File: config.mk
export PLATFORM = sky130hd
export DESIGN_NAME = asf_status_top
export DESIGN_NICKNAME = d
export VERILOG_FILES = /design/src/shared/asf_pkg.sv /design/src/design/asf_axil_slave.sv /design/src/design/asf_clamp.sv /design/src/design/asf_status_top.sv
export SDC_FILE = /design/constraint.sdc
export NUM_CORES = 1
export LEC_CHECK = 0
export BUFFER_PORTS_ARGS = -buffer_cell sky130_fd_sc_hd__clkbuf_2
export CAP_MARGIN = 20
export CORE_MARGIN = 2
export CORE_UTILIZATION = 53
export CTS_CLUSTER_DIAMETER = 80
export DETAILED_ROUTE_END_ITERATION = 8
export PLACE_DENSITY = 0.85
export SETUP_SLACK_MARGIN = 0.15
export SYNTH_ARGS = -nofsm -noshare
export SYNTH_HDL_FRONTEND = slang
export SYNTH_SLANG_ARGS = --single-unit
export TNS_END_PERCENT = 30
File: constraint.sdc
create_clock -name i_mclk -period 3.15 [get_ports i_mclk]
set_input_delay 0 -clock i_mclk [delete_from_list [all_inputs] [get_ports i_mclk]]
set_output_delay 0 -clock i_mclk [all_outputs]
set_load 0.01 [all_outputs]
File: src/shared/asf_pkg.sv
/*
 * Constants, register map and types for the converter status register block.
 * Assumes a single 10 MHz clock domain and AXI4-Lite register access.
 */
// Overview of operation
// - Eight-bit status register, resets to 0x80.
// - Append status byte to data reads when enabled.
// - Ready bit drives shared output pin when idle.
// - Ready bit clears when new result is stored.
// - In calibration, ready clears on calibration result.
// - Reading data register sets ready bit again.
// - Bit six flags over or under range.
// - Clamp result to all ones or zeros.
// - Range flag updates only on result writes.
// - Bit five sets on failing write checksum.
// - Reading status clears the write checksum flag.
// - Bit four flags register image mismatch.
// - Enabling integrity check captures the reference value.
// - Integrity flag clears only when check disabled.
// - Bits three to zero give result's channel.
// - Channel index is plain binary, 0x0 to 0xf.
package asf_pkg;
	localparam int ASF_ADDR_W = 8;
	localparam int ASF_DATA_W = 32;
	localparam int ASF_RES_W  = 24;
	localparam int ASF_CHAN_W = 4;
	localparam int ASF_IRQ_W  = 4;

	localparam logic [7:0] ASF_OFS_STATUS   = 8'h00;
	localparam logic [7:0] ASF_OFS_DATA     = 8'h04;
	localparam logic [7:0] ASF_OFS_IFMODE   = 8'h08;
	localparam logic [7:0] ASF_OFS_IRQ_STAT = 8'h0c;
	localparam logic [7:0] ASF_OFS_IRQ_MASK = 8'h10;
	localparam logic [7:0] ASF_OFS_CHK_REF  = 8'h14;

	localparam logic [7:0] ASF_STATUS_RST = 8'h80;
	localparam int ASF_BIT_RDY   = 7;
	localparam int ASF_BIT_RANGE = 6;
	localparam int ASF_BIT_CRC   = 5;
	localparam int ASF_BIT_REG   = 4;

	localparam int ASF_IF_APPEND = 0;
	localparam int ASF_IF_CHECK  = 1;

	localparam int ASF_IRQ_RESULT = 0;
	localparam int ASF_IRQ_RANGE  = 1;
	localparam int ASF_IRQ_CRC    = 2;
	localparam int ASF_IRQ_REG    = 3;

	localparam logic [23:0] ASF_RES_FULL  = 24'hffffff;
	localparam logic [23:0] ASF_RES_EMPTY = 24'h000000;

	localparam logic [1:0] ASF_RESP_OKAY   = 2'h0;
	localparam logic [1:0] ASF_RESP_SLVERR = 2'h2;

	typedef enum logic [2:0] {
		ASF_S_IDLE = 3'h1,
		ASF_S_BUSY = 3'h2,
		ASF_S_RESP = 3'h4
	} asf_state_t;
endpackage

File: src/design/asf_axil_slave.sv
/*
 * AXI4-Lite slave front end: one write and one read under way at a time.
 * Assumes the register file answers rd_data and error flags combinationally.
 */
`timescale 1ns/1ps
`default_nettype none
module asf_axil_slave (
	// Clock and reset
	input  wire logic                           i_mclk,
	input  wire logic                           i_rst_n,
	// AXI4-Lite
	input  wire logic [asf_pkg::ASF_ADDR_W-1:0] i_awaddr,
	input  wire logic                           i_awvalid,
	output logic                                o_awready,
	input  wire logic [asf_pkg::ASF_DATA_W-1:0] i_wdata,
	input  wire logic [3:0]                     i_wstrb,
	input  wire logic                           i_wvalid,
	output logic                                o_wready,
	output logic [1:0]                          o_bresp,
	output logic                                o_bvalid,
	input  wire logic                           i_bready,
	input  wire logic [asf_pkg::ASF_ADDR_W-1:0] i_araddr,
	input  wire logic                           i_arvalid,
	output logic                                o_arready,
	output logic [asf_pkg::ASF_DATA_W-1:0]      o_rdata,
	output logic [1:0]                          o_rresp,
	output logic                                o_rvalid,
	input  wire logic                           i_rready,
	// Register file side
	output logic                                o_wr_req,
	output logic [asf_pkg::ASF_ADDR_W-1:0]      o_wr_addr,
	output logic [asf_pkg::ASF_DATA_W-1:0]      o_wr_data,
	output logic [3:0]                          o_wr_strb,
	input  wire logic                           i_wr_err,
	output logic                                o_rd_req,
	output logic [asf_pkg::ASF_ADDR_W-1:0]      o_rd_addr,
	input  wire logic [asf_pkg::ASF_DATA_W-1:0] i_rd_data,
	input  wire logic                           i_rd_err
);
	import asf_pkg::*;

	typedef struct packed {
		asf_state_t                wst;
		logic                      aw_have;
		logic                      w_have;
		logic [ASF_ADDR_W-1:0]     waddr;
		logic [ASF_DATA_W-1:0]     wdata;
		logic [3:0]                wstrb;
		logic                      awready;
		logic                      wready;
		logic                      bvalid;
		logic [1:0]                bresp;
		asf_state_t                rst;
		logic [ASF_ADDR_W-1:0]     raddr;
		logic                      arready;
		logic                      rvalid;
		logic [ASF_DATA_W-1:0]     rdata;
		logic [1:0]                rresp;
	} asf_axs_t;

	localparam asf_axs_t ASF_AXS_RST = '{
		wst: ASF_S_IDLE, aw_have: 1'b0, w_have: 1'b0, waddr: '0, wdata: '0,
		wstrb: 4'h0, awready: 1'b1, wready: 1'b1, bvalid: 1'b0, bresp: ASF_RESP_OKAY,
		rst: ASF_S_IDLE, raddr: '0, arready: 1'b1, rvalid: 1'b0, rdata: '0,
		rresp: ASF_RESP_OKAY};

	asf_axs_t r;
	asf_axs_t next_r;

	// Address and data may arrive in either order; the write fires once both are held.
	assign o_wr_req  = (r.wst == ASF_S_IDLE) && r.aw_have && r.w_have;
	assign o_wr_addr = r.waddr;
	assign o_wr_data = r.wdata;
	assign o_wr_strb = r.wstrb;
	assign o_rd_req  = (r.rst == ASF_S_BUSY);
	assign o_rd_addr = r.raddr;

	always_comb begin
		next_r = r;
		if (i_awvalid && r.awready) begin
			next_r.aw_have = 1'b1;
			next_r.waddr   = i_awaddr;
			next_r.awready = 1'b0;
		end
		if (i_wvalid && r.wready) begin
			next_r.w_have = 1'b1;
			next_r.wdata  = i_wdata;
			next_r.wstrb  = i_wstrb;
			next_r.wready = 1'b0;
		end
		case (r.wst)
			ASF_S_IDLE: begin
				if (o_wr_req) begin
					next_r.wst     = ASF_S_RESP;
					next_r.aw_have = 1'b0;
					next_r.w_have  = 1'b0;
					next_r.bvalid  = 1'b1;
					next_r.bresp   = i_wr_err ? ASF_RESP_SLVERR : ASF_RESP_OKAY;
				end
			end
			ASF_S_RESP: begin
				if (i_bready) begin
					next_r.wst     = ASF_S_IDLE;
					next_r.bvalid  = 1'b0;
					next_r.awready = 1'b1;
					next_r.wready  = 1'b1;
				end
			end
			default: begin
				next_r.wst = ASF_S_IDLE;
			end
		endcase
		case (r.rst)
			ASF_S_IDLE: begin
				if (i_arvalid && r.arready) begin
					next_r.rst     = ASF_S_BUSY;
					next_r.raddr   = i_araddr;
					next_r.arready = 1'b0;
				end
			end
			ASF_S_BUSY: begin
				next_r.rst    = ASF_S_RESP;
				next_r.rvalid = 1'b1;
				next_r.rdata  = i_rd_data;
				next_r.rresp  = i_rd_err ? ASF_RESP_SLVERR : ASF_RESP_OKAY;
			end
			ASF_S_RESP: begin
				if (i_rready) begin
					next_r.rst     = ASF_S_IDLE;
					next_r.rvalid  = 1'b0;
					next_r.arready = 1'b1;
				end
			end
			default: begin
				next_r.rst = ASF_S_IDLE;
			end
		endcase
	end

	always_ff @(posedge i_mclk or negedge i_rst_n) begin
		if (!i_rst_n) begin
			r <= ASF_AXS_RST;
		end else begin
			r <= next_r;
		end
	end

	assign o_awready = r.awready;
	assign o_wready  = r.wready;
	assign o_bvalid  = r.bvalid;
	assign o_bresp   = r.bresp;
	assign o_arready = r.arready;
	assign o_rvalid  = r.rvalid;
	assign o_rdata   = r.rdata;
	assign o_rresp   = r.rresp;
endmodule
`default_nettype wire

File: src/design/asf_clamp.sv
/*
 * Range clamp for a freshly converted result.
 * Assumes the converter never flags overrange and underrange at once;
 * if it does, overrange wins.
 */
`timescale 1ns/1ps
`default_nettype none
module asf_clamp (
	// Raw result
	input  wire logic [asf_pkg::ASF_RES_W-1:0] i_raw,
	input  wire logic                          i_over,
	input  wire logic                          i_under,
	// Clamped result
	output logic      [asf_pkg::ASF_RES_W-1:0] o_result,
	output logic                               o_range_err
);
	import asf_pkg::*;

	always_comb begin
		o_range_err = i_over | i_under;
		if (i_over) begin
			o_result = ASF_RES_FULL;
		end else if (i_under) begin
			o_result = ASF_RES_EMPTY;
		end else begin
			o_result = i_raw;
		end
	end
endmodule
`default_nettype wire

File: src/design/asf_status_top.sv
/*
 * Converter status register with data register, interface mode control,
 * interrupt status and mask, and the ready indication on the serial output pin.
 * Assumes conversion, checksum and register image inputs are synchronous
 * one-clock pulses or levels from the surrounding converter logic.
 */
`timescale 1ns/1ps
`default_nettype none
module asf_status_top (
	// Clock and reset
	input  wire logic                           i_mclk,
	input  wire logic                           i_rst_n,
	// AXI4-Lite register bus
	input  wire logic [asf_pkg::ASF_ADDR_W-1:0] i_awaddr,
	input  wire logic                           i_awvalid,
	output logic                                o_awready,
	input  wire logic [asf_pkg::ASF_DATA_W-1:0] i_wdata,
	input  wire logic [3:0]                     i_wstrb,
	input  wire logic                           i_wvalid,
	output logic                                o_wready,
	output logic [1:0]                          o_bresp,
	output logic                                o_bvalid,
	input  wire logic                           i_bready,
	input  wire logic [asf_pkg::ASF_ADDR_W-1:0] i_araddr,
	input  wire logic                           i_arvalid,
	output logic                                o_arready,
	output logic [asf_pkg::ASF_DATA_W-1:0]      o_rdata,
	output logic [1:0]                          o_rresp,
	output logic                                o_rvalid,
	input  wire logic                           i_rready,
	// Conversion engine
	input  wire logic                           i_result_valid,
	input  wire logic [asf_pkg::ASF_RES_W-1:0]  i_result,
	input  wire logic                           i_overrange,
	input  wire logic                           i_underrange,
	input  wire logic [asf_pkg::ASF_CHAN_W-1:0] i_result_chan,
	input  wire logic                           i_cal_mode,
	input  wire logic                           i_cal_done,
	// Serial interface events
	input  wire logic                           i_crc_wr_fail,
	input  wire logic [asf_pkg::ASF_DATA_W-1:0] i_reg_image,
	input  wire logic                           i_cs_n,
	input  wire logic                           i_reg_read_busy,
	// Serial output pin
	output logic                                o_dout_rdy,
	output logic                                o_dout_rdy_oe,
	// Interrupt
	output logic                                o_irq
);
	import asf_pkg::*;

	typedef struct packed {
		logic                  rdy;
		logic                  range_err;
		logic                  crc_err;
		logic                  reg_err;
		logic [ASF_CHAN_W-1:0] chan;
		logic [ASF_RES_W-1:0]  result;
		logic                  append;
		logic                  check_en;
		logic [ASF_DATA_W-1:0] check_ref;
		logic [ASF_IRQ_W-1:0]  irq_stat;
		logic [ASF_IRQ_W-1:0]  irq_mask;
		logic                  irq;
		logic                  dout;
		logic                  dout_oe;
	} asf_regs_t;

	localparam asf_regs_t ASF_REGS_RST = '{
		rdy: ASF_STATUS_RST[ASF_BIT_RDY], range_err: ASF_STATUS_RST[ASF_BIT_RANGE],
		crc_err: ASF_STATUS_RST[ASF_BIT_CRC], reg_err: ASF_STATUS_RST[ASF_BIT_REG],
		chan: ASF_STATUS_RST[ASF_CHAN_W-1:0], result: '0, append: 1'b0,
		check_en: 1'b0, check_ref: '0, irq_stat: '0, irq_mask: '0, irq: 1'b0,
		dout: 1'b0, dout_oe: 1'b0};

	asf_regs_t r;
	asf_regs_t next_r;

	logic                  wr_req;
	logic [ASF_ADDR_W-1:0] wr_addr;
	logic [ASF_DATA_W-1:0] wr_data;
	logic [3:0]            wr_strb;
	logic                  wr_err;
	logic                  rd_req;
	logic [ASF_ADDR_W-1:0] rd_addr;
	logic [ASF_DATA_W-1:0] rd_data;
	logic                  rd_err;
	logic [ASF_RES_W-1:0]  clamped;
	logic                  range_now;
	logic [7:0]            status_byte;
	logic [ASF_ADDR_W-1:0] wr_word;
	logic [ASF_ADDR_W-1:0] rd_word;

	asf_axil_slave u_bus (
		.i_mclk    (i_mclk),
		.i_rst_n   (i_rst_n),
		.i_awaddr  (i_awaddr),
		.i_awvalid (i_awvalid),
		.o_awready (o_awready),
		.i_wdata   (i_wdata),
		.i_wstrb   (i_wstrb),
		.i_wvalid  (i_wvalid),
		.o_wready  (o_wready),
		.o_bresp   (o_bresp),
		.o_bvalid  (o_bvalid),
		.i_bready  (i_bready),
		.i_araddr  (i_araddr),
		.i_arvalid (i_arvalid),
		.o_arready (o_arready),
		.o_rdata   (o_rdata),
		.o_rresp   (o_rresp),
		.o_rvalid  (o_rvalid),
		.i_rready  (i_rready),
		.o_wr_req  (wr_req),
		.o_wr_addr (wr_addr),
		.o_wr_data (wr_data),
		.o_wr_strb (wr_strb),
		.i_wr_err  (wr_err),
		.o_rd_req  (rd_req),
		.o_rd_addr (rd_addr),
		.i_rd_data (rd_data),
		.i_rd_err  (rd_err)
	);

	asf_clamp u_clamp (
		.i_raw       (i_result),
		.i_over      (i_overrange),
		.i_under     (i_underrange),
		.o_result    (clamped),
		.o_range_err (range_now)
	);

	// Status byte as seen by software; bit order matches the field constants.
	assign status_byte = {r.rdy, r.range_err, r.crc_err, r.reg_err, r.chan};

	// Low address bits are ignored so that any byte address hits its word.
	assign wr_word = {wr_addr[ASF_ADDR_W-1:2], 2'b00};
	assign rd_word = {rd_addr[ASF_ADDR_W-1:2], 2'b00};

	always_comb begin
		rd_err  = 1'b0;
		rd_data = '0;
		case (rd_word)
			ASF_OFS_STATUS: begin
				rd_data = {24'h000000, status_byte};
			end
			ASF_OFS_DATA: begin
				// The status byte is appended in the top byte, after the result bits.
				rd_data = {(r.append ? status_byte : 8'h00), r.result};
			end
			ASF_OFS_IFMODE: begin
				rd_data = {30'h0, r.check_en, r.append};
			end
			ASF_OFS_IRQ_STAT: begin
				rd_data = {28'h0000000, r.irq_stat};
			end
			ASF_OFS_IRQ_MASK: begin
				rd_data = {28'h0000000, r.irq_mask};
			end
			ASF_OFS_CHK_REF: begin
				rd_data = r.check_ref;
			end
			default: begin
				rd_err = 1'b1;
			end
		endcase
	end

	always_comb begin
		case (wr_word)
			ASF_OFS_STATUS, ASF_OFS_DATA, ASF_OFS_IFMODE, ASF_OFS_IRQ_STAT,
			ASF_OFS_IRQ_MASK, ASF_OFS_CHK_REF: begin
				wr_err = 1'b0;
			end
			default: begin
				wr_err = 1'b1;
			end
		endcase
	end

	always_comb begin
		logic                 rdy_fall;
		logic                 rng_set;
		logic                 reg_set;
		logic [ASF_IRQ_W-1:0] events;
		logic                 new_check;
		rdy_fall  = 1'b0;
		rng_set   = 1'b0;
		reg_set   = 1'b0;
		events    = '0;
		new_check = r.check_en;
		next_r    = r;

		// Software writes. Status, data and reference words are read-only.
		if (wr_req && wr_strb[0]) begin
			case (wr_word)
				ASF_OFS_IFMODE: begin
					next_r.append = wr_data[ASF_IF_APPEND];
					new_check     = wr_data[ASF_IF_CHECK];
				end
				ASF_OFS_IRQ_MASK: begin
					next_r.irq_mask = wr_data[ASF_IRQ_W-1:0];
				end
				ASF_OFS_IRQ_STAT: begin
					next_r.irq_stat = r.irq_stat & ~wr_data[ASF_IRQ_W-1:0];
				end
				default: begin
					next_r.append = r.append;
				end
			endcase
		end

		// Read side effects act after the old value has been returned.
		if (rd_req && (rd_word == ASF_OFS_DATA)) begin
			next_r.rdy = 1'b1;
		end
		if (rd_req && (rd_word == ASF_OFS_STATUS)) begin
			next_r.crc_err = 1'b0;
		end

		// Calibration results lower ready instead of conversion results.
		if (i_cal_mode) begin
			rdy_fall = i_cal_done;
		end else if (i_result_valid) begin
			rdy_fall         = 1'b1;
			next_r.result    = clamped;
			next_r.range_err = range_now;
			next_r.chan      = i_result_chan;
			rng_set          = range_now & ~r.range_err;
		end
		// A new result beats a data read in the same cycle, so it is not lost.
		if (rdy_fall) begin
			next_r.rdy = 1'b0;
		end

		// Set wins over the read clear so a failing write is never missed.
		if (i_crc_wr_fail) begin
			next_r.crc_err = 1'b1;
		end

		// The reference is the register image at the enabling write.
		if (new_check && !r.check_en) begin
			next_r.check_ref = i_reg_image;
		end
		next_r.check_en = new_check;
		if (!new_check) begin
			next_r.reg_err = 1'b0;
		end else if (r.check_en && (i_reg_image != r.check_ref)) begin
			next_r.reg_err = 1'b1;
			reg_set        = ~r.reg_err;
		end

		events[ASF_IRQ_RESULT] = rdy_fall;
		events[ASF_IRQ_RANGE]  = rng_set;
		events[ASF_IRQ_CRC]    = i_crc_wr_fail;
		events[ASF_IRQ_REG]    = reg_set;
		next_r.irq_stat = next_r.irq_stat | events;
		next_r.irq      = |(next_r.irq_stat & next_r.irq_mask);

		// The pin is released while a register read shifts out on it.
		next_r.dout_oe = ~i_cs_n & ~i_reg_read_busy;
		next_r.dout    = next_r.rdy;
	end

	always_ff @(posedge i_mclk or negedge i_rst_n) begin
		if (!i_rst_n) begin
			r <= ASF_REGS_RST;
		end else begin
			r <= next_r;
		end
	end

	assign o_dout_rdy    = r.dout;
	assign o_dout_rdy_oe = r.dout_oe;
	assign o_irq         = r.irq;
endmodule
`default_nettype wire

==> results_dict.tcl, run 1 <==
set metrics [dict create \
    grt_overflow 0 \
    yosysTopAreaCell "dfrtp_1" \
    critical_path.startpoint_type "flop" \
    start_util_pct 54.8 \
    whs_ps 7.01 \
    path_clk_slew_ps 60 \
    p_leak_nw 4.15 \
    areaGrowthSynthToFinish_pct 31.5 \
    grtUsageTotal_pct 30.3 \
    setup_viol 0 \
    end_kind "flop" \
    finalCritPeriodShare_pct 88.6 \
    dr.max_layer_used "met4" \
    skew_ps 8.16 \
    io_pins 171 \
    slowest_delay_ps 610 \
    status "finished clean" \
    dieArea_um2 13500 \
    insertion_delay_ps 430 \
    cts-root-buf "clkbuf_16" \
    yosysTopAreaCellShare_pct 50.3 \
    fin_crit_ps 2790 \
    max-slew-margin-rel_pct 38.8 \
    drive_gt1_share_pct 29.4 \
    pwr-share-comb_pct 11.6 \
    grt_max_degree 101 \
    ys_seq_elements 140 \
    antenna_found_initial 0 \
    detail-route-antenna-nets 0 \
    ys_warn_count 0 \
    port_buffers 133 \
    final.setup.tns_ps 0 \
    drc 0 \
    slew_viol_final 0 \
    vdd_ir_drop_max_v 0.000358 \
    ys.flop_type "dfrtp_1" \
    crit_slowest_cell "or4_4" \
    p_clk_share_pct 45.6 \
    vias 5658 \
    p_switching_mw 1.19 \
    drv_cap 0 \
    viasPerCell 5.80 \
    worstMarginPinSlew_ps 918 \
    switching_share_pct 24.2 \
    synth.most_common_cell "dfrtp_1" \
    cts_buffer_depth 2 \
    clock_sinks 140 \
    powerDensity_nw_per_um2 558 \
    cts_buffers 17 \
    p_int_mw 3.71 \
    rsz0062_at_grt "no" \
    h-tree-depth 4 \
    hp-class "in -> reg" \
    power.total_mw 4.90 \
    avgSynthCellArea_um2 11.0 \
    routed_wl_mm 19.5 \
    cts_resized 0 \
    synth_cell_types 44 \
    arrival_ps 3100 \
    drt_iter0_markers 647 \
    tritoncts "yes" \
    core_area_um2 12200 \
    fillers 763 \
    met1_length_mm 7.42 \
    grt_pass1_vias 5817 \
    grt_pass1_wl_mm 30.7 \
    syn-cell-area_um2 6670 \
    firstDrtPassIters 5 \
    wl_per_cell_um 20.0 \
    cp_max_fo 32 \
    cp.required_ps 3460 \
    max_freq_mhz 358 \
    synthesis.instances 608 \
    ys_seq_area_share_pct 52.7 \
    crit_chain "or3_1, or4_4, or3_2, buf_4, mux2_4" \
    gp_congestion 0.962 \
    path_class "reg -> reg" \
    hold_viol 0 \
    seqPwrFrac_pct 42.8 \
    hpwlAfterDp_mm 12.0 \
    async_flop_share_pct 100 \
    synthTopCellsByArea "dfrtp_1 50%, mux2_4 6.8%, o21ai_0 5.1%" \
    die_w_um 116 \
    rows 40 \
    wl_met2_mm 9.74 \
    synth_common_cells "134 x dfrtp_1, 86 x nand2_1, 68 x o21ai_0" \
    synth_edf_count 0 \
    nNetsFinal 921 \
    wl_met3_mm 1.52 \
    fp.dieH_um 116 \
]
-- routing by layer --
| metal | track usage (%) | vias up |
|---|---|---|
| met3 | 8.20 | 74 |
| met4 | 12.9 | 0 |
| met1 | 36.3 | 2779 |
| li1 | - | 2470 |
| met5 | 0 | - |
| met2 | 51.9 | 335 |
-- sequential cells by signal, indices dropped and copies added (netlist names) --
name,flops
u_bus.o_arready,1
u_bus.o_rresp,1
o_dout_rdy_oe,1
u_bus.o_rd_addr,6
o_irq,1
u_bus.o_bresp,1
u_bus.o_bvalid,1
u_bus.o_wr_strb,1
u_bus.o_awready,1
r,74
o_dout_rdy,1
u_bus.r,7
u_bus.o_wr_addr,6
u_bus.o_wr_data,4
u_bus.o_rvalid,1
u_bus.o_wready,1
u_bus.o_rdata,32
-- cells by family (layout without fill, tap and decap cells) --
| logic type | count (synthesis) | after routing | share of synthesized area [%] |
|---|---|---|---|
| XOR/XNOR | 32 | 32 | 4.20 |
| flip-flops | 140 | 140 | 52.7 |
| AND/OR/NAND/NOR | 143 | 143 | 10.1 |
| other | 1 | 3 | 0.0562 |
| buffers and inverters | 81 | 278 | 7.47 |
| AO/OA/AOI/OAI | 150 | 150 | 13.2 |
| multiplexers | 61 | 61 | 12.3 |
-- cells in the final DEF, fill, tap and decap left out, drive strengths merged, types with 2 or more instances in the layout --
cell type and instances:
and2 2, bufinv 5, mux2 56, conb 2, or3 5, clkinvlp 2
nand4b 2, nand4 5, dlygate4sd3 95, xor2 32, clkinv 3, clkbuf 153
a32o 2, mux4 2, nor3b 4, nor2 12, buf 9, o31ai 4
a22oi 34, nand2 86, nor4 8, mux2i 3, dfrtp 134, nor2b 3
nand2b 4, o41ai 3, nand3 2, dfstp 6, o21ai 68, nand3b 3
inv 11, a21oi 34, and3 2
-- final cells by class --
type	instances	area [um^2]	area share, %
well taps	168	210	2.40
clock buffers	21	470	5.36
multi-input cells	388	2660	30.4
flip-flops and latches	140	3510	40.0
repair buffers	236	1680	19.2
inverters	11	41.3	0.471
diodes	1	2.50	0.0285
clock inverters	10	188	2.14
-- power by group through the flow --
stage | Combinational [mW] | Clock (mW) | Sequential (mW)
global placement | 0.432 | 0 | 2.10
CTS | 0.554 | 2.23 | 2.08
floorplan | 0.289 | 0 | 2.07
detailed placement | 0.455 | 0 | 2.11
global route | 0.625 | 2.31 | 2.11
finish | 0.570 | 2.23 | 2.09
-- final timing paths --
| path | startpoint | to | slack [ps] | depth (start not counted) |
|---|---|---|---|---|
| max | u_bus.o_wr_addr[5] | r[20] | 360 | 5 |
| min | i_result_valid | r[8] | 7 | 4 |
| max reg2reg | u_bus.o_wr_addr[5] | r[20] | 360 | 5 |
| min reg2reg | u_bus.o_rdata[25] | u_bus.o_rdata[25] | 480 | 2 |
| max in group asynchronous | i_rst_n | u_bus.o_rdata[9] | 2050 | 3 |
| min in group asynchronous | i_rst_n | o_dout_rdy_oe | 230 | 2 |
-- stage by stage --
step / instance area, um^2 / std cells / utilization [%] / setup slack (ps)
after floorplan: 6670 / 609 / - / 721
after global placement: 7160 / 848 / 58.9 / 469
after detailed placement: 7160 / 848 / 58.9 / 421
after CTS: 8770 / 974 / 72.1 / 388
after global routing: 8770 / 974 / 72.1 / 291
final: 8770 / 975 / 72.1 / 358
-- worst max-delay path: cells and delay by family, from the launching register on --
| kind | cells | cell delay [ps] |
|---|---|---|
| simple gates | 3 | 1560 |
| flops | 1 | 390 |
| mux | 1 | 370 |
| buf+inv | 1 | 320 |
-- timing repair --
action                                 in CTS  in global routing
endpoints found under the hold margin     185                  0
hold buffers                               95                  0
setup buffers                               0                  0
(Power assumes the default switching activity.)
==> run 2: changes to the inputs <==
Settings changed: CORE_UTILIZATION 53 to 29, CTS_BUF_LIST from default to sky130_fd_sc_hd__clkbuf_8 sky130_fd_sc_hd__clkbuf_16, PLACE_DENSITY 0.85 to 0.54.
==> run 2 against run 1 <==
Effect of this change: sequential power hardly changed; highest routed layer unchanged; critical path type unchanged; largest power group unchanged; clock-buffer cell count is 1 lower; global-route usage is 15 points lower; sequential share of layout area is 0.90 points lower.
==> results_dict.tcl, run 2 (same netlist as run 1, synthesis figures left out) <==
set metrics [dict create \
    cts_buffers 17 \
    areaGrowthSynthToFinish_pct 34.5 \
    path_clk_slew_ps 60 \
    nNetsFinal 926 \
    r2r_cells 5 \
    tritoncts "yes" \
    p_switching_mw 1.14 \
    hold_viol 0 \
    seqPwrFrac_pct 42.9 \
    hpwlAfterDp_mm 13.3 \
    pwr-share-comb_pct 11.3 \
    cts_setup_buffers 0 \
    fin_util_pct 39.7 \
    status "finished clean" \
    routed_wl_mm 18.5 \
    p_int_mw 3.71 \
    fin_crit_ps 2770 \
    fillers 2235 \
    whs_ps 22.3 \
    clock_sinks 140 \
    hp-class "in -> reg" \
    vdd_ir_drop_max_v 0.000293 \
    skew_ps 8.26 \
    grt_max_degree 90 \
    gp_congestion 0.817 \
    vias 5071 \
    cts_resized 0 \
    dieArea_um2 24200 \
    layout_common_cells "134 x dfrtp_1, 132 x clkbuf_2, 96 x dlygate4sd3_1" \
    fp.dieH_um 156 \
    finalCritPeriodShare_pct 87.8 \
    core_area_um2 22600 \
    final.setup.tns_ps 0 \
    start_util_pct 29.5 \
    powerDensity_nw_per_um2 541 \
    cts-root-buf "clkbuf_16" \
    end_kind "flop" \
    grt_overflow 0 \
    drive_gt1_share_pct 29.8 \
    port_buffers 133 \
    rsz0062_at_grt "no" \
    firstDrtPassIters 4 \
    path_class "reg -> reg" \
    drt_iter0_markers 260 \
    drv_cap 0 \
    largest_reg_flops 74 \
    max_freq_mhz 362 \
    viasPerCell 4.62 \
    diodes 0 \
    max-slew-margin-rel_pct 41.9 \
    arrival_ps 3060 \
    grt_pass1_wl_mm 29.3 \
    p_clk_share_pct 45.8 \
    cts_buffer_depth 2 \
    io_pins 171 \
    cp.required_ps 3440 \
    wl_per_cell_um 16.9 \
    insertion_delay_ps 410 \
    worstHoldStart "i_arvalid" \
    final_common_cell "dfrtp_1" \
    h-tree-depth 4 \
    detail-route-antenna-nets 0 \
    setup_viol 0 \
    slew_viol_final 0 \
    worstMarginPinSlew_ps 871 \
    r2r-start "u_bus.o_wr_addr[5]" \
    critical_path.startpoint_type "flop" \
    p_leak_nw 4.18 \
    power.total_mw 4.85 \
    place_area_um2 7350 \
    design_area_um2 8970 \
    cp-startpoint "u_bus.o_wr_addr[5]" \
    cp_max_fo 32 \
    grtUsageTotal_pct 15.8 \
    switching_share_pct 23.5 \
    largest-register "r" \
    rows 55 \
    drc 0 \
    grt_pass1_vias 5360 \
    die_w_um 156 \
    whs_path_depth 4 \
    antenna_found_initial 0 \
]
## run 2: power by group through the flow
stage                     clock network [mW]  registers [mW]  logic (mW)
after floorplan                            0            2.07       0.289
after global placement                     0            2.11       0.453
after detailed placement                   0            2.12       0.461
after CTS                               2.28            2.08       0.557
after global routing                    2.36            2.11       0.618
final                                   2.22            2.08       0.548
## run 2: path summary, 6_finish.rpt
path / slack (ps) / end
max: 380 / r[17]
min: 20 / u_bus.r[45]
max reg2reg: 380 / r[17]
min reg2reg: 470 / u_bus.o_bvalid
max in group asynchronous: 2040 / r[76]
min in group asynchronous: 210 / r[58]
## run 2: layout make-up
type	count	area (um^2)	area share, %
flip-flops and latches	140	3510	39.1
multi-input cells	388	2670	29.7
repair buffers	241	1740	19.3
clock buffers	20	467	5.20
well taps	285	357	3.97
clock inverters	12	194	2.16
inverters	11	41.3	0.460
## run 2: timing repair
action / in CTS / in global routing
hold buffers: 96 / 0
setup endpoints to repair: 0 / 0
hold endpoints to repair: 178 / 0
## run 2: critical path, stage by stage (launching register included)
cell     delay, ps
dfrtp_1        380
or3_1          530
or4_4          600
or3_2          420
buf_4          320
mux2_4         360
## run 2: per-stage QoR
step	worst slack, ps	cells
6_report	384	1097
2_1_floorplan	721	609
3_3_place_gp	411	969
4_1_cts	377	1097
3_5_place_dp	384	969
5_1_grt	304	1097
## run 2: routing by layer
layer	GRT usage [%]	up-vias	routed length [um]
met3	3.00	29	745
li1	-	2476	-
met1	21.0	2465	8580
met4	6.55	0	461
met2	25.3	101	8730
met5	0	-	0
==> run 3: changes to the inputs <==
Settings changed: PLACE_DENSITY 0.54 to 0.52, SYNTH_HIERARCHICAL from default to 1.
==> run 3 against run 2 <==
Effect of this change: global-route usage decreased by 1.4 points; combinational power increased by 59%; clock power decreased by 16%.
==> results_dict.tcl, run 3 <==
set metrics [dict create \
    status "finished clean" \
    rsz0062_at_grt "no" \
    synthesis.instances 550 \
    final.setup.tns_ps 0 \
    areaGrowthSynthToFinish_pct 28.2 \
    clock_sinks 140 \
    r2r-start "u_bus/r[98]" \
    io_pins 171 \
    critical_path.startpoint_type "flop" \
    drc 0 \
    setup_viol 0 \
    cp-startpoint "u_bus/r[98]" \
    grt_pass1_vias 5227 \
    p_leak_nw 4.28 \
    drt_iter0_markers 183 \
    grt_overflow 0 \
    grtUsageTotal_pct 14.3 \
    cts_buffer_depth 2 \
    hpwlAfterDp_mm 13.1 \
    arrival_ps 2990 \
    insertion_delay_ps 420 \
    worstMarginPinSlew_ps 700 \
    cp.required_ps 3440 \
    fp.dieH_um 161 \
    slew_viol_final 0 \
    hp-class "in -> async" \
    max-slew-margin-rel_pct 53.3 \
    nNetsFinal 850 \
    place_area_um2 7690 \
    ys_warn_count 6 \
    layout_common_cells "134 x dfrtp_1, 132 x clkbuf_2, 93 x dlygate4sd3_1" \
    cp_max_fo 17 \
    slowest_delay_ps 540 \
    die_w_um 161 \
    viasPerCell 4.48 \
    max_freq_mhz 370 \
    syn-cell-area_um2 7150 \
    firstDrtPassIters 4 \
    avgSynthCellArea_um2 13.0 \
    largest_reg_flops 74 \
    dieArea_um2 25900 \
    diodes 0 \
    skew_ps 10.0 \
    cts_buffers 17 \
    grtUsageMet3_pct 3.67 \
    grt_pass1_wl_mm 28.6 \
    start_util_pct 29.5 \
    setup_slack_ps 450 \
    powerDensity_nw_per_um2 536 \
    grt_max_degree 86 \
    drv_cap 0 \
    wl_per_cell_um 17.1 \
    crit_slowest_cell "dfstp_2" \
    port_buffers 133 \
    crit_buf_inv 2 \
    gp_congestion 0.768 \
    routed_wl_mm 18.2 \
    vdd_ir_drop_max_v 0.000283 \
    gr-max-usage-layer "met2" \
    largest-register "r" \
    path_clk_slew_ps 60 \
    path_class "reg -> reg" \
    core_area_um2 24200 \
    tritoncts "yes" \
    fillers 2407 \
    cts-root-buf "clkbuf_16" \
    detail-route-antenna-nets 0 \
    drive_gt1_share_pct 41.6 \
    pre_cts_slack_ps 459 \
    crit_family "simple AND/OR/NAND/NOR gates" \
    crit_chain "nand4b_1, inv_1, nand2_1, nor4_4, nand3b_4, buf_4, mux2_4" \
    h-tree-depth 4 \
    end_kind "flop" \
    final_common_cell "dfrtp_1" \
    met2_usage_pct 24.3 \
    rows 57 \
    design_area_um2 9170 \
    finalCritPeriodShare_pct 85.7 \
    grt_use_met1_pct 18.6 \
    fin_crit_ps 2700 \
    hold_viol 0 \
    vias 4751 \
    antenna_found_initial 0 \
]
-- run 3: cell types whose count changed in the layout (fill, tap and decap cells not counted), sizes merged, moves of 6 or more --
| cell | before | now |
|---|---|---|
| a21o | 0 | 29 |
| a21oi | 34 | 10 |
| a22o | 0 | 28 |
| a22oi | 34 | 5 |
| buf | 13 | 7 |
| mux2 | 56 | 116 |
| nand2 | 86 | 26 |
| o21ai | 68 | 9 |
| xnor2 | 0 | 32 |
| xor2 | 32 | 0 |
-- run 3: final cells by class --
cell class / instances / area [um^2] / share of cell area (%)
clock buffers: 18 / 439 / 4.79
clock inverters: 14 / 109 / 1.19
inverters: 9 / 33.8 / 0.368
multi-input cells: 323 / 3020 / 32.9
flip-flops and latches: 140 / 3510 / 38.3
well taps: 324 / 405 / 4.42
repair buffers: 232 / 1660 / 18.1
-- run 3: final timing paths --
path                                endpoint  slack [ps]  cells after the start
setup / recovery                       r[35]         450                      7
min in group i_mclk            o_dout_rdy_oe         270                      3
hold reg to reg               u_bus/o_bvalid         490                      2
max in group asynchronous    u_bus/o_arready        2150                      3
hold / removal             u_bus/o_rdata[21]         110                      2
setup reg to reg                       r[35]         450                      7
-- run 3: power by group --
part / total [mW] / internal (mW) / leakage (nW) / switching, mW
Clock: 1.86 / 1.09 / 0.271 / 0.767
Sequential: 2.19 / 1.99 / 1.72 / 0.195
Combinational: 0.870 / 0.487 / 2.29 / 0.383
-- run 3: timing repair --
action                    in CTS  in global routing
gates resized for setup        0                  0
hold buffers                  93                  0
buffers inserted               0                  0
hold endpoints to repair     149                  0
-- run 3: routing by layer --
layer / vias up / part of all wire (%)
met5: - / 0
met4: 0 / 0.72
met3: 13 / 4.9
met2: 123 / 49
met1: 2370 / 46
li1: 2245 / -
-- run 3: through the flow --
| stage | cells | hold WS (ps) | total power, mW | utilization (%) |
|---|---|---|---|---|
| after detailed placement | 935 | -1.22 | 3.01 | 31.7 |
| after global placement | 935 | 0.416 | 2.98 | 31.7 |
| after CTS | 1060 | 125 | 4.98 | 37.8 |
| after global routing | 1060 | 151 | 5.17 | 37.8 |
| final | 1060 | 105 | 4.92 | 37.8 |
| after floorplan | 551 | -296 | 2.81 | - |
